**src/core/mse_pkg.sv**
```systemverilog
package mse_pkg;
  // memory slots watched by the monitor
  localparam int NUM_MEM = 4;
  localparam int IDX_W = 2;
  localparam int ADDR_W = 10;
  // slot index of the host-link mac memory
  localparam int HOST_LINK_MEM = 3;
  // speed divider
  localparam int DIV_W = 8;
  localparam logic [DIV_W-1:0] DIV_CNT_RESET = 8'h00;
  // divider ticks spent in each state transition
  localparam int TCNT_W = 2;
  localparam logic [TCNT_W-1:0] TRANSIT_TICKS = 2'h2;
  localparam logic [TCNT_W-1:0] TRANSIT_LAST = TRANSIT_TICKS - 2'h1;
  localparam logic [TCNT_W-1:0] TCNT_RESET = 2'h0;
  // system interrupt controller source vector
  localparam int INTR_SOURCES = 24;
  localparam int INTR_BIT = 20;
  // reset values of the reported indication
  localparam logic [ADDR_W-1:0] ADDR_RESET = 10'h000;
  localparam logic [IDX_W-1:0] IDX_RESET = 2'h0;

  typedef enum logic [1:0] {
    MON_QUIET,
    MON_WATCH,
    MON_REPORT
  } mse_state_type;
endpackage : mse_pkg

```
**src/core/mse_monitor.sv**
```systemverilog
// Function
// - three states quiet, watching, reporting; reset puts the monitor in quiet.
// - in quiet memories keep indications locally; nothing reaches status or interrupt.
// - upsets found on read; single-bit is correctable, multibit is not.
// - while watching, any indication from an enabled memory sets the present flag and raises the interrupt.
// - entering reporting holds one indication and its memory index.
// - three separate status bits show quiet, reporting and watching.
// - advance request steps states; it stays set until the next state is reached.
// - busy is high for the whole transition, which spans several cycles.
// - first advance after reset clears all detection logic and goes quiet to watching.
// - readout steps watching to quiet, then advances until watching again.
// - each memory holds one indication, cleared once the monitor reads it.
// - an indication is four flags plus one address.
// - uncorrectable sets its flag and address, else its overflow flag.
// - correctable sets its flag and address, else its overflow flag.
// - uncorrectable information wins over correctable.
// - addresses are captured only while watching.
// - interrupt appears at bit 20 of the system interrupt source vector.
// - device reset leaves stored memory contents unchanged.
module mse_monitor (
  // clock and reset
  input wire logic ref_clk,
  input wire logic reset_n,
  input wire logic clk_en,
  // software control
  input wire logic advance_request,
  input wire logic [mse_pkg::DIV_W-1:0] monitor_speed_divider,
  input wire logic host_link_mac_monitor_enable,
  // memory read side
  input wire logic [mse_pkg::NUM_MEM-1:0] mem_read_valid,
  input wire logic [mse_pkg::NUM_MEM-1:0] mem_single_err,
  input wire logic [mse_pkg::NUM_MEM-1:0] mem_multi_err,
  input wire logic [mse_pkg::NUM_MEM*mse_pkg::ADDR_W-1:0] mem_read_addr,
  // monitor status
  output logic state_quiet,
  output logic in_watch_flag,
  output logic state_report,
  output logic busy,
  output logic advance_pending,
  output logic indication_present,
  output logic integrity_interrupt,
  output logic [mse_pkg::INTR_SOURCES-1:0] interrupt_sources,
  // reported indication
  output logic uncorrectable_flag,
  output logic uncorrectable_overflow_flag,
  output logic correctable_flag,
  output logic correctable_overflow_flag,
  output logic [mse_pkg::ADDR_W-1:0] indication_address,
  output logic [mse_pkg::IDX_W-1:0] indication_memory_index
);

  function automatic logic [mse_pkg::IDX_W-1:0] first_index(
    input logic [mse_pkg::NUM_MEM-1:0] vec
  );
    logic [mse_pkg::IDX_W-1:0] idx;
    idx = mse_pkg::IDX_RESET;
    for (int i = mse_pkg::NUM_MEM - 1; i >= 0; i--) begin
      if (vec[i]) begin
        idx = mse_pkg::IDX_W'(i);
      end
    end
    return idx;
  endfunction : first_index

  // slot state
  logic [mse_pkg::NUM_MEM-1:0] slot_has;
  logic [mse_pkg::NUM_MEM-1:0] slot_uncorr;
  logic [mse_pkg::NUM_MEM-1:0] slot_uncorr_ovf;
  logic [mse_pkg::NUM_MEM-1:0] slot_corr;
  logic [mse_pkg::NUM_MEM-1:0] slot_corr_ovf;
  logic [mse_pkg::ADDR_W-1:0] slot_addr [mse_pkg::NUM_MEM];
  logic [mse_pkg::NUM_MEM-1:0] enable_mask;
  logic [mse_pkg::NUM_MEM-1:0] masked;
  logic [mse_pkg::IDX_W-1:0] first_sel;

  // divider
  logic [mse_pkg::DIV_W-1:0] div_cnt;
  logic [mse_pkg::DIV_W-1:0] next_div_cnt;
  logic tick;

  // sequencer
  mse_pkg::mse_state_type state;
  mse_pkg::mse_state_type next_state;
  logic pending;
  logic next_pending;
  logic [mse_pkg::TCNT_W-1:0] tcnt;
  logic [mse_pkg::TCNT_W-1:0] next_tcnt;
  logic first_done;
  logic next_first_done;
  logic clear_det;
  logic next_clear_det;
  logic [mse_pkg::NUM_MEM-1:0] read_out;
  logic [mse_pkg::NUM_MEM-1:0] next_read_out;
  logic next_state_quiet;
  logic next_in_watch_flag;
  logic next_state_report;
  logic next_indication_present;
  logic [mse_pkg::INTR_SOURCES-1:0] next_interrupt_sources;
  logic next_uncorrectable_flag;
  logic next_uncorrectable_overflow_flag;
  logic next_correctable_flag;
  logic next_correctable_overflow_flag;
  logic [mse_pkg::ADDR_W-1:0] next_indication_address;
  logic [mse_pkg::IDX_W-1:0] next_indication_memory_index;

  // per-memory detection logic
  for (genvar g = 0; g < mse_pkg::NUM_MEM; g++) begin : g_slot
    mse_mem_slot u_slot (
      .ref_clk(ref_clk),
      .reset_n(reset_n),
      .clk_en(clk_en),
      .read_valid(mem_read_valid[g]),
      .single_err(mem_single_err[g]),
      .multi_err(mem_multi_err[g]),
      .read_addr(mem_read_addr[g*mse_pkg::ADDR_W +: mse_pkg::ADDR_W]),
      .watching(in_watch_flag),
      .clear_det(clear_det),
      .read_out(read_out[g]),
      .has_ind(slot_has[g]),
      .uncorr(slot_uncorr[g]),
      .uncorr_ovf(slot_uncorr_ovf[g]),
      .corr(slot_corr[g]),
      .corr_ovf(slot_corr_ovf[g]),
      .addr(slot_addr[g])
    );
  end

  // the host-link memory is bypassed unless enabled
  always_comb begin
    enable_mask = '1;
    enable_mask[mse_pkg::HOST_LINK_MEM] = host_link_mac_monitor_enable;
  end

  assign masked = slot_has & enable_mask;
  assign first_sel = first_index(masked);

  // speed divider
  always_comb begin
    tick = (div_cnt >= monitor_speed_divider);
    next_div_cnt = tick ? mse_pkg::DIV_CNT_RESET : div_cnt + 8'h01;
  end

  always_ff @(posedge ref_clk or negedge reset_n) begin
    if (!reset_n) begin
      div_cnt <= mse_pkg::DIV_CNT_RESET;
    end else if (clk_en) begin
      div_cnt <= next_div_cnt;
    end
  end

  // state sequencer
  always_comb begin
    next_state = state;
    next_pending = pending;
    next_tcnt = tcnt;
    next_first_done = first_done;
    next_clear_det = 1'b0;
    next_read_out = '0;
    next_indication_present = indication_present;
    next_uncorrectable_flag = uncorrectable_flag;
    next_uncorrectable_overflow_flag = uncorrectable_overflow_flag;
    next_correctable_flag = correctable_flag;
    next_correctable_overflow_flag = correctable_overflow_flag;
    next_indication_address = indication_address;
    next_indication_memory_index = indication_memory_index;
    if (!pending) begin
      if (advance_request) begin
        next_pending = 1'b1;
        next_tcnt = mse_pkg::TCNT_RESET;
      end
    end else if (tick) begin
      if (tcnt != mse_pkg::TRANSIT_LAST) begin
        next_tcnt = tcnt + 2'h1;
      end else begin
        next_pending = 1'b0;
        case (state)
          mse_pkg::MON_WATCH: begin
            next_state = mse_pkg::MON_QUIET;
          end
          default: begin
            if (state == mse_pkg::MON_QUIET && !first_done) begin
              next_first_done = 1'b1;
              next_clear_det = 1'b1;
              next_indication_present = 1'b0;
              next_state = mse_pkg::MON_WATCH;
            end else if (|masked) begin
              next_uncorrectable_flag = slot_uncorr[first_sel];
              next_uncorrectable_overflow_flag = slot_uncorr_ovf[first_sel];
              next_correctable_flag = slot_corr[first_sel];
              next_correctable_overflow_flag = slot_corr_ovf[first_sel];
              next_indication_address = slot_addr[first_sel];
              next_indication_memory_index = first_sel;
              next_read_out[first_sel] = 1'b1;
              next_state = mse_pkg::MON_REPORT;
            end else begin
              next_indication_present = 1'b0;
              next_state = mse_pkg::MON_WATCH;
            end
          end
        endcase
      end
    end
    if (state == mse_pkg::MON_WATCH && !clear_det && |masked) begin
      next_indication_present = 1'b1;
    end
    next_state_quiet = (next_state == mse_pkg::MON_QUIET);
    next_in_watch_flag = (next_state == mse_pkg::MON_WATCH);
    next_state_report = (next_state == mse_pkg::MON_REPORT);
    next_interrupt_sources = '0;
    next_interrupt_sources[mse_pkg::INTR_BIT] = next_indication_present;
  end

  always_ff @(posedge ref_clk or negedge reset_n) begin
    if (!reset_n) begin
      state <= mse_pkg::MON_QUIET;
      pending <= 1'b0;
      tcnt <= mse_pkg::TCNT_RESET;
      first_done <= 1'b0;
      clear_det <= 1'b0;
      read_out <= '0;
      state_quiet <= 1'b1;
      in_watch_flag <= 1'b0;
      state_report <= 1'b0;
      busy <= 1'b0;
      advance_pending <= 1'b0;
      indication_present <= 1'b0;
      integrity_interrupt <= 1'b0;
      interrupt_sources <= '0;
      uncorrectable_flag <= 1'b0;
      uncorrectable_overflow_flag <= 1'b0;
      correctable_flag <= 1'b0;
      correctable_overflow_flag <= 1'b0;
      indication_address <= mse_pkg::ADDR_RESET;
      indication_memory_index <= mse_pkg::IDX_RESET;
    end else if (clk_en) begin
      state <= next_state;
      pending <= next_pending;
      tcnt <= next_tcnt;
      first_done <= next_first_done;
      clear_det <= next_clear_det;
      read_out <= next_read_out;
      state_quiet <= next_state_quiet;
      in_watch_flag <= next_in_watch_flag;
      state_report <= next_state_report;
      busy <= next_pending;
      advance_pending <= next_pending;
      indication_present <= next_indication_present;
      integrity_interrupt <= next_indication_present;
      interrupt_sources <= next_interrupt_sources;
      uncorrectable_flag <= next_uncorrectable_flag;
      uncorrectable_overflow_flag <= next_uncorrectable_overflow_flag;
      correctable_flag <= next_correctable_flag;
      correctable_overflow_flag <= next_correctable_overflow_flag;
      indication_address <= next_indication_address;
      indication_memory_index <= next_indication_memory_index;
    end
  end
endmodule : mse_monitor

```
**src/core/mse_mem_slot.sv**
```systemverilog
module mse_mem_slot (
  // clock and reset
  input wire logic ref_clk,
  input wire logic reset_n,
  input wire logic clk_en,
  // memory read side
  input wire logic read_valid,
  input wire logic single_err,
  input wire logic multi_err,
  input wire logic [mse_pkg::ADDR_W-1:0] read_addr,
  // monitor side
  input wire logic watching,
  input wire logic clear_det,
  input wire logic read_out,
  output logic has_ind,
  output logic uncorr,
  output logic uncorr_ovf,
  output logic corr,
  output logic corr_ovf,
  output logic [mse_pkg::ADDR_W-1:0] addr
);

  logic next_uncorr;
  logic next_uncorr_ovf;
  logic next_corr;
  logic next_corr_ovf;
  logic [mse_pkg::ADDR_W-1:0] next_addr;

  assign has_ind = uncorr | uncorr_ovf | corr | corr_ovf;

  // clear first, so an upset in the same cycle survives
  always_comb begin
    next_uncorr = uncorr;
    next_uncorr_ovf = uncorr_ovf;
    next_corr = corr;
    next_corr_ovf = corr_ovf;
    next_addr = addr;
    if (clear_det || read_out) begin
      next_uncorr = 1'b0;
      next_uncorr_ovf = 1'b0;
      next_corr = 1'b0;
      next_corr_ovf = 1'b0;
    end
    if (read_valid && multi_err) begin
      if (watching && !next_uncorr) begin
        next_uncorr = 1'b1;
        next_addr = read_addr;
        if (next_corr) begin
          next_corr = 1'b0;
          next_corr_ovf = 1'b1;
        end
      end else begin
        next_uncorr_ovf = 1'b1;
      end
    end else if (read_valid && single_err) begin
      if (watching && !next_uncorr && !next_corr) begin
        next_corr = 1'b1;
        next_addr = read_addr;
      end else begin
        next_corr_ovf = 1'b1;
      end
    end
  end

  always_ff @(posedge ref_clk or negedge reset_n) begin
    if (!reset_n) begin
      uncorr <= 1'b0;
      uncorr_ovf <= 1'b0;
      corr <= 1'b0;
      corr_ovf <= 1'b0;
    end else if (clk_en) begin
      uncorr <= next_uncorr;
      uncorr_ovf <= next_uncorr_ovf;
      corr <= next_corr;
      corr_ovf <= next_corr_ovf;
    end
  end

  // address store is left alone by reset
  always_ff @(posedge ref_clk) begin
    if (clk_en) begin
      addr <= next_addr;
    end
  end
endmodule : mse_mem_slot

```
**config.mk**
```make
export PLATFORM = sky130hd
export DESIGN_NAME = mse_monitor
export DESIGN_NICKNAME = d
export VERILOG_FILES = /design/src/core/mse_pkg.sv /design/src/core/mse_monitor.sv /design/src/core/mse_mem_slot.sv
export SDC_FILE = /design/constraint.sdc
export NUM_CORES = 1
export LEC_CHECK = 0
export BUFFER_PORTS_ARGS = -buffer_cell sky130_fd_sc_hd__buf_4
export CELL_PAD_IN_SITES_DETAIL_PLACEMENT = 1
export CELL_PAD_IN_SITES_GLOBAL_PLACEMENT = 1
export CORE_MARGIN = 1.5
export CORE_UTILIZATION = 38
export DETAILED_ROUTE_END_ITERATION = 16
export PLACE_DENSITY = 0.86
export SKIP_LAST_GASP = 1
export SLEW_MARGIN = 40
export SYNTH_ARGS = -nofsm -noshare
export SYNTH_HDL_FRONTEND = slang
export SYNTH_HIERARCHICAL = 1
export SYNTH_SLANG_ARGS = --single-unit
export TNS_END_PERCENT = 5
```
**constraint.sdc**
```tcl
create_clock -name ref_clk -period 2.3 [get_ports ref_clk]
set_clock_uncertainty 0.1 [all_clocks]
set_input_delay 0.345 -clock ref_clk [delete_from_list [all_inputs] [get_ports ref_clk]]
set_output_delay 0.345 -clock ref_clk [all_outputs]
set_load 0.03 [all_outputs]
```
==> results.json, run 1 <==
{
  "netlist-cell-type-count": 53,
  "power.net_switching_uw": 1430,
  "drc": 0,
  "cell_area_after_synthesis_um2": 4730,
  "number_of_nets_in_the_layout": 593,
  "clock_tree.htree_level_count": 3,
  "remaining_antenna_violation_count": 0,
  "fin_crit_ns": 2.45,
  "worst_slack_on_hold_paths_ns": 0.0716,
  "synth_top_cells_by_count": "54 x dfrtp_1, 46 x nor2_1, 40 x edfxtp_1",
  "synth_seq_cells": 95,
  "grt_first_pass_wirelength_mm": 21.7,
  "vias": 3673,
  "status": "complete, but fails checks",
  "timing_worst_slew_pin_value_ns": 0.810,
  "regToRegEndpoint": "indication_address[3]$_DFFE_PN0P_",
  "worst_r2r_startpoint": "div_cnt[1]$_DFFE_PN0P_",
  "drt_wl_total_mm": 13.7,
  "clkLatencyLatePin_ns": 0.35,
  "grt_util_all_layers_pct": 21.6,
  "placement.io_buffers": 88,
  "power_frac_comb_pct": 24.0,
  "firstDrtPassIters": 5,
  "cp.arrival_ns": 2.58,
  "area.growth.synth_to_final_pct": 26.0,
  "switching_share_pct": 29.8,
  "floorplan.die_area_um2": 13100,
  "cts_setup_buffers": 0,
  "total_leakage_power_uw": 0.00263,
  "fin_crit_sh_pct": 107,
  "cts_root_buf": "clkbuf_16",
  "routabilityCongestion": 0.794,
  "hp-start": "mem_read_addr[37]",
  "finalHoldViolCount": 0,
  "cts_tree": "yes",
  "worst_setup_path_start_kind": "flip-flop",
  "hold_path_class": "in -> reg",
  "synth_edf_count": 40,
  "syn_avg_cell_area_um2": 11.7,
  "setup_repair_after_global_routing_missed_its_margin": "yes",
  "largest_voltage_drop_on_the_vdd_net_v": 0.000403,
  "synth-seq-area-share_pct": 54.5,
  "timing.max_cap.violations": 0,
  "postLayoutSetupSlackWorst_ns": -0.152,
  "setup_viol": 22,
  "cts_inserted_buffers": 9,
  "cp_data_required_time_ns": 2.43,
  "coreArea_um2": 12100,
  "async_flop_share_pct": 57.9,
  "clkPwrFrac_pct": 31.8,
  "num_antenna_cells": 0,
  "io_pins": 112,
  "first_iter_violations": 156,
  "dieHeight_um": 115,
  "timing.critical_path.fanout_max": 16,
  "detailed_placement_hpwl_mm": 9.46,
  "worstRegToRegCells": 8,
  "synth_largest_area_cell": "dfrtp_1",
  "min_delay_worst_endpoint": "g_slot[3].u_slot/addr[7]$_DFFE_PP_",
  "power.density_nw_per_um2": 807,
  "fillerInstances": 1329,
  "power_frac_seq_pct": 44.2,
  "failed_checks": "setup timing",
  "gr-total-overflow": 0,
  "yosysMostFrequentCell": "dfrtp_1",
  "internal-power_uw": 3380,
  "timing.reg2reg.setup_slack_ns": -0.15,
  "ys_dominant_reg_cell": "dfrtp_1",
  "cp-end-kind": "flip-flop",
  "fmaxAchievable_mhz": 408,
  "timing_worst_setup_path_type": "reg -> reg",
  "layout-drive-gt1-share_pct": 31.5,
  "die_width_um": 115,
  "fin_util_pct": 49.4,
  "ys_top_cells_by_area": "dfrtp_1 29%, edfxtp_1 25%, buf_4 4.1%",
  "synthesis.yosys.warnings": 6,
  "timing_max_transition_violations_final": 0,
  "placementRows": 40,
  "synth_largest_type_area_fraction_pct": 28.6,
  "cts_max_path_buffers": 2,
  "synth_cells": 406,
  "cts_sinks": 95,
  "holdPathStages": 1,
  "number_of_antenna_violations_at_the_first_check_in_global_routing": 0,
  "vias_per_cell": 5.32,
  "max_slew_margin_pct": 46.0,
  "starting_density_of_the_core_pct": 39.2,
  "clkSlewWorstSetupHoldPaths_ns": 0.08,
  "grt_max_degree": 56,
  "wl_per_cell_um": 19.8,
  "first_global_vias": 4038
}
cells by family after synthesis:
| group | after synthesis | share of synthesized area, % |
|---|---|---|
| AND/OR/NAND/NOR | 119 | 12.9 |
| multiplexers | 21 | 5.63 |
| buffers and inverters | 58 | 7.35 |
| other | 1 | 0.0793 |
| XOR/XNOR | 6 | 1.11 |
| AO/OA/AOI/OAI | 96 | 15.8 |
| flip-flops | 95 | 54.5 |
| adder cells (fa/ha/maj) | 10 | 2.64 |
worst max path at each step:
stage | start | cells after the start | endpoint | slack (ns)
finish | div_cnt[1]$_DFFE_PN0P_ | 8 | indication_address[3]$_DFFE_PN0P_ | -0.15
global route | div_cnt[1]$_DFFE_PN0P_ | 8 | indication_address[3]$_DFFE_PN0P_ | -0.21
CTS | div_cnt[1]$_DFFE_PN0P_ | 8 | indication_address[4]$_DFFE_PN0P_ | -0.16
detailed placement | monitor_speed_divider[1] | 10 | tcnt[1]$_DFFE_PN0P_ | -0.28
global placement | monitor_speed_divider[1] | 10 | tcnt[1]$_DFFE_PN0P_ | -0.07
floorplan | div_cnt[1]$_DFFE_PN0P_ | 8 | correctable_flag$_DFFE_PN0P_ | -0.11
flip-flops by register name (all words and copies together), names as in the netlist, 2 cells and up:
register / cells
indication_memory_index: 2
state: 2
g_slot.u_slot/uncorr: 4
g_slot.u_slot/addr: 40
tcnt: 2
g_slot.u_slot/corr_ovf: 4
div_cnt: 8
read_out: 4
indication_address: 10
g_slot.u_slot/uncorr_ovf: 4
g_slot.u_slot/corr: 4
stage by stage:
stage	power [µW]	instance area, µm²	setup slack (ns)	TNS, ns	instances
finish	4810	5960	-0.152	-2.19	691
detailed placement	3270	5640	-0.282	-3.97	674
global route	5000	5960	-0.214	-4.29	691
floorplan	2800	4810	-0.111	-1.03	428
CTS	4810	5950	-0.159	-2.29	691
global placement	3180	5640	-0.0728	-0.800	674
worst max-delay path, stage by stage (launching register included):
cell	delay, ns
dfrtp_1	0.39
ha_1	0.30
nor2b_1	0.17
o211ai_1	0.12
a311o_1	0.35
and2_4	0.18
nor3_4	0.17
buf_12	0.20
mux2_2	0.36
placed cells by master, fill, tap and decap left out, types with 10 or more instances in the layout:
cell type  count
a21oi_1       10
a22oi_1       15
a32o_1        10
buf_4        114
conb_1        23
dfrtp_1       54
edfxtp_1      40
ha_1          10
inv_1         21
nand2_1       26
nor2_1        46
o21ai_0       13
o31ai_1       10
metal layers:
| layer | part of all wire (%) | global-route usage [%] |
|---|---|---|
| met1 | 40 | 26.6 |
| met5 | 0 | 0 |
| met4 | 1.9 | 7.42 |
| met3 | 4.8 | 2.86 |
| met2 | 53 | 38.8 |
what timing repair did:
action                     CTS  global route
setup endpoints to repair   22            27
hold buffers                 1             0
hold endpoints to repair    39             0
resized for setup            1             1
power by group through the flow:
stage	registers [µW]	clock network [µW]	logic (µW)
floorplan	2230	0	565
global placement	2140	0	1040
detailed placement	2150	0	1120
CTS	2120	1540	1150
global route	2150	1600	1250
finish	2130	1530	1150
layout make-up:
cell class              instances  area (µm²)  share of cell area (%)
inverters                      21        78.8                    1.32
multi-input cells             275        1910                    32.0
clock inverters                 4        53.8                   0.902
well taps                     168         210                    3.53
repair buffers                116         886                    14.9
clock buffers                  12         246                    4.13
flip-flops and latches         95        2580                    43.3
Power figures use the tool's default switching activity.
==> run 2, diff against run 1 <==
Settings changed: CORE_UTILIZATION 38 to 39, CTS_BUF_LIST set to sky130_fd_sc_hd__clkbuf_4, PLACE_DENSITY 0.86 to 0.88.
==> results.json, run 2 (same netlist as run 1, synthesis figures left out) <==
{
  "fin_crit_sh_pct": 109,
  "cts_max_path_buffers": 2,
  "area.growth.synth_to_final_pct": 33.3,
  "max_flop_register": "g_slot.u_slot/addr",
  "fin_util_pct": 52.9,
  "cp_data_required_time_ns": 2.57,
  "total_power_uw": 4550,
  "fillerInstances": 1291,
  "starting_density_of_the_core_pct": 39.7,
  "cts_tree": "yes",
  "cp.arrival_ns": 2.78,
  "cts_inserted_buffers": 9,
  "timing.critical_path.fanout_max": 7,
  "worst_setup_path_start_kind": "flip-flop",
  "max_reg_flops": 40,
  "post_layout_nonfiller_instances": 714,
  "wl_met1_mm": 6.09,
  "layout-drive-gt1-share_pct": 30.5,
  "setup_repair_after_global_routing_missed_its_margin": "yes",
  "timing_max_transition_violations_final": 0,
  "fmaxAchievable_mhz": 399,
  "pre_cts_ws_ns": -0.205,
  "cts_sinks": 95,
  "timing_worst_slew_pin_value_ns": 0.798,
  "firstDrtPassIters": 5,
  "most-common-layout-cells": "115 x buf_4, 54 x dfrtp_1, 46 x nor2_1, 41 x dlygate4sd3_1, 40 x edfxtp_1",
  "postLayoutSetupSlackWorst_ns": -0.204,
  "drt_wl_total_mm": 16.7,
  "final_common_cell": "buf_4",
  "num_antenna_cells": 0,
  "max_slew_margin_pct": 46.8,
  "biggestRegsByFlops": "g_slot.u_slot/addr x40, indication_address x10, div_cnt x8",
  "floorplan.die_area_um2": 12800,
  "status": "complete, but fails checks",
  "highest_layer": "met4",
  "grt_util_all_layers_pct": 26.1,
  "dieHeight_um": 113,
  "routed-wl-met2_mm": 8.70,
  "coreArea_um2": 11900,
  "power.density_nw_per_um2": 721,
  "fin_crit_ns": 2.50,
  "total_leakage_power_uw": 0.00279,
  "first_iter_violations": 374,
  "drc": 0,
  "number_of_nets_in_the_layout": 637,
  "worst_slack_on_hold_paths_ns": 0.0433,
  "cts_root_buf": "clkbuf_4",
  "detailed_placement_hpwl_mm": 9.73,
  "wl_met3_um": 805,
  "grt_max_degree": 56,
  "timing_worst_setup_path_type": "reg -> reg",
  "die_width_um": 113,
  "timing.max_cap.violations": 0,
  "placementRows": 40,
  "clock_tree.htree_level_count": 3,
  "number_of_antenna_violations_at_the_first_check_in_global_routing": 0,
  "clkLatencyLatePin_ns": 0.49,
  "hold_path_class": "in -> reg",
  "routabilityCongestion": 0.867,
  "grt_first_pass_wirelength_mm": 24.9,
  "vias_per_cell": 5.70,
  "placement.io_buffers": 88,
  "vias": 4067,
  "gr-total-overflow": 0,
  "cp-end-kind": "flip-flop",
  "largest_voltage_drop_on_the_vdd_net_v": 0.000391,
  "io_pins": 112,
  "first_global_vias": 4332,
  "failed_checks": "setup timing",
  "wl_per_cell_um": 23.4,
  "finalHoldViolCount": 0,
  "clkSlewWorstSetupHoldPaths_ns": 0.18,
  "placed_cells_incl_taps": 652,
  "setup_viol": 26,
  "remaining_antenna_violation_count": 0
}
[run 2: final timing paths]
check / from / to / slack, ns / cells past startpoint
hold / removal: mem_single_err[3] / g_slot[3].u_slot/corr$_DFFE_PN0P_ / 0.04 / 2
hold reg to reg: state_quiet$_DFFE_PN1P_ / state_quiet$_DFFE_PN1P_ / 0.40 / 2
setup / recovery: g_slot[1].u_slot/uncorr$_DFFE_PN0P_ / indication_memory_index[1]$_DFFE_PN0P_ / -0.20 / 10
setup reg to reg: g_slot[1].u_slot/uncorr$_DFFE_PN0P_ / indication_memory_index[1]$_DFFE_PN0P_ / -0.20 / 10
max in group asynchronous: reset_n / g_slot[1].u_slot/corr$_DFFE_PN0P_ / 1.27 / 2
min in group asynchronous: reset_n / indication_address[0]$_DFFE_PN0P_ / 0.33 / 2
[run 2: final cells by class]
type	instances	area [µm²]	area share, %
clock inverter	7	100	1.59
sequential	95	2580	40.9
inverter	21	78.8	1.25
tap	147	184	2.92
multi-input combinational	275	1950	31.0
timing repair buffer	160	1340	21.3
clock buffer	9	67.6	1.07
[run 2: per-stage QoR]
stage	setup TNS, ns	area, µm²
2_1_floorplan	-1.03	4810
3_3_place_gp	-1.03	5600
3_5_place_dp	-4.11	5600
4_1_cts	-3.14	6180
5_1_grt	-6.49	6300
6_report	-3.70	6300
[run 2: power breakdown]
part / switching [µW] / internal [µW] / total [µW]
clock: 692 / 455 / 1150
sequential: 191 / 1950 / 2140
combinational: 639 / 620 / 1260
total: 1520 / 3020 / 4550
[run 2: routing by layer]
layer	up-vias	track usage [%]
met3	68	3.75
met1	2023	28.8
met5	-	0
met4	0	16.4
met2	200	47.1
li1	1776	-
[run 2: repair_timing]
| action | 4_1_cts | 5_1_grt |
|---|---|---|
| endpoints found under the setup margin | 26 | 36 |
| pin swaps | 0 | 4 |
| resized for setup | 1 | 14 |
| gates cloned | 0 | 1 |
| setup buffers | 0 | 4 |
| endpoints found under the hold margin | 94 | 0 |
| hold buffers | 41 | 0 |
[run 2: critical path, stage by stage, from the launching register on]
cell       delay, ns
dfrtp_1         0.49
nor2_1          0.19
nand2_1         0.22
buf_4           0.23
nor2_1          0.14
nand2_1         0.18
nand2_1         0.19
nor3_4          0.05
buf_6           0.16
clkbuf_16       0.16
mux2_4          0.29
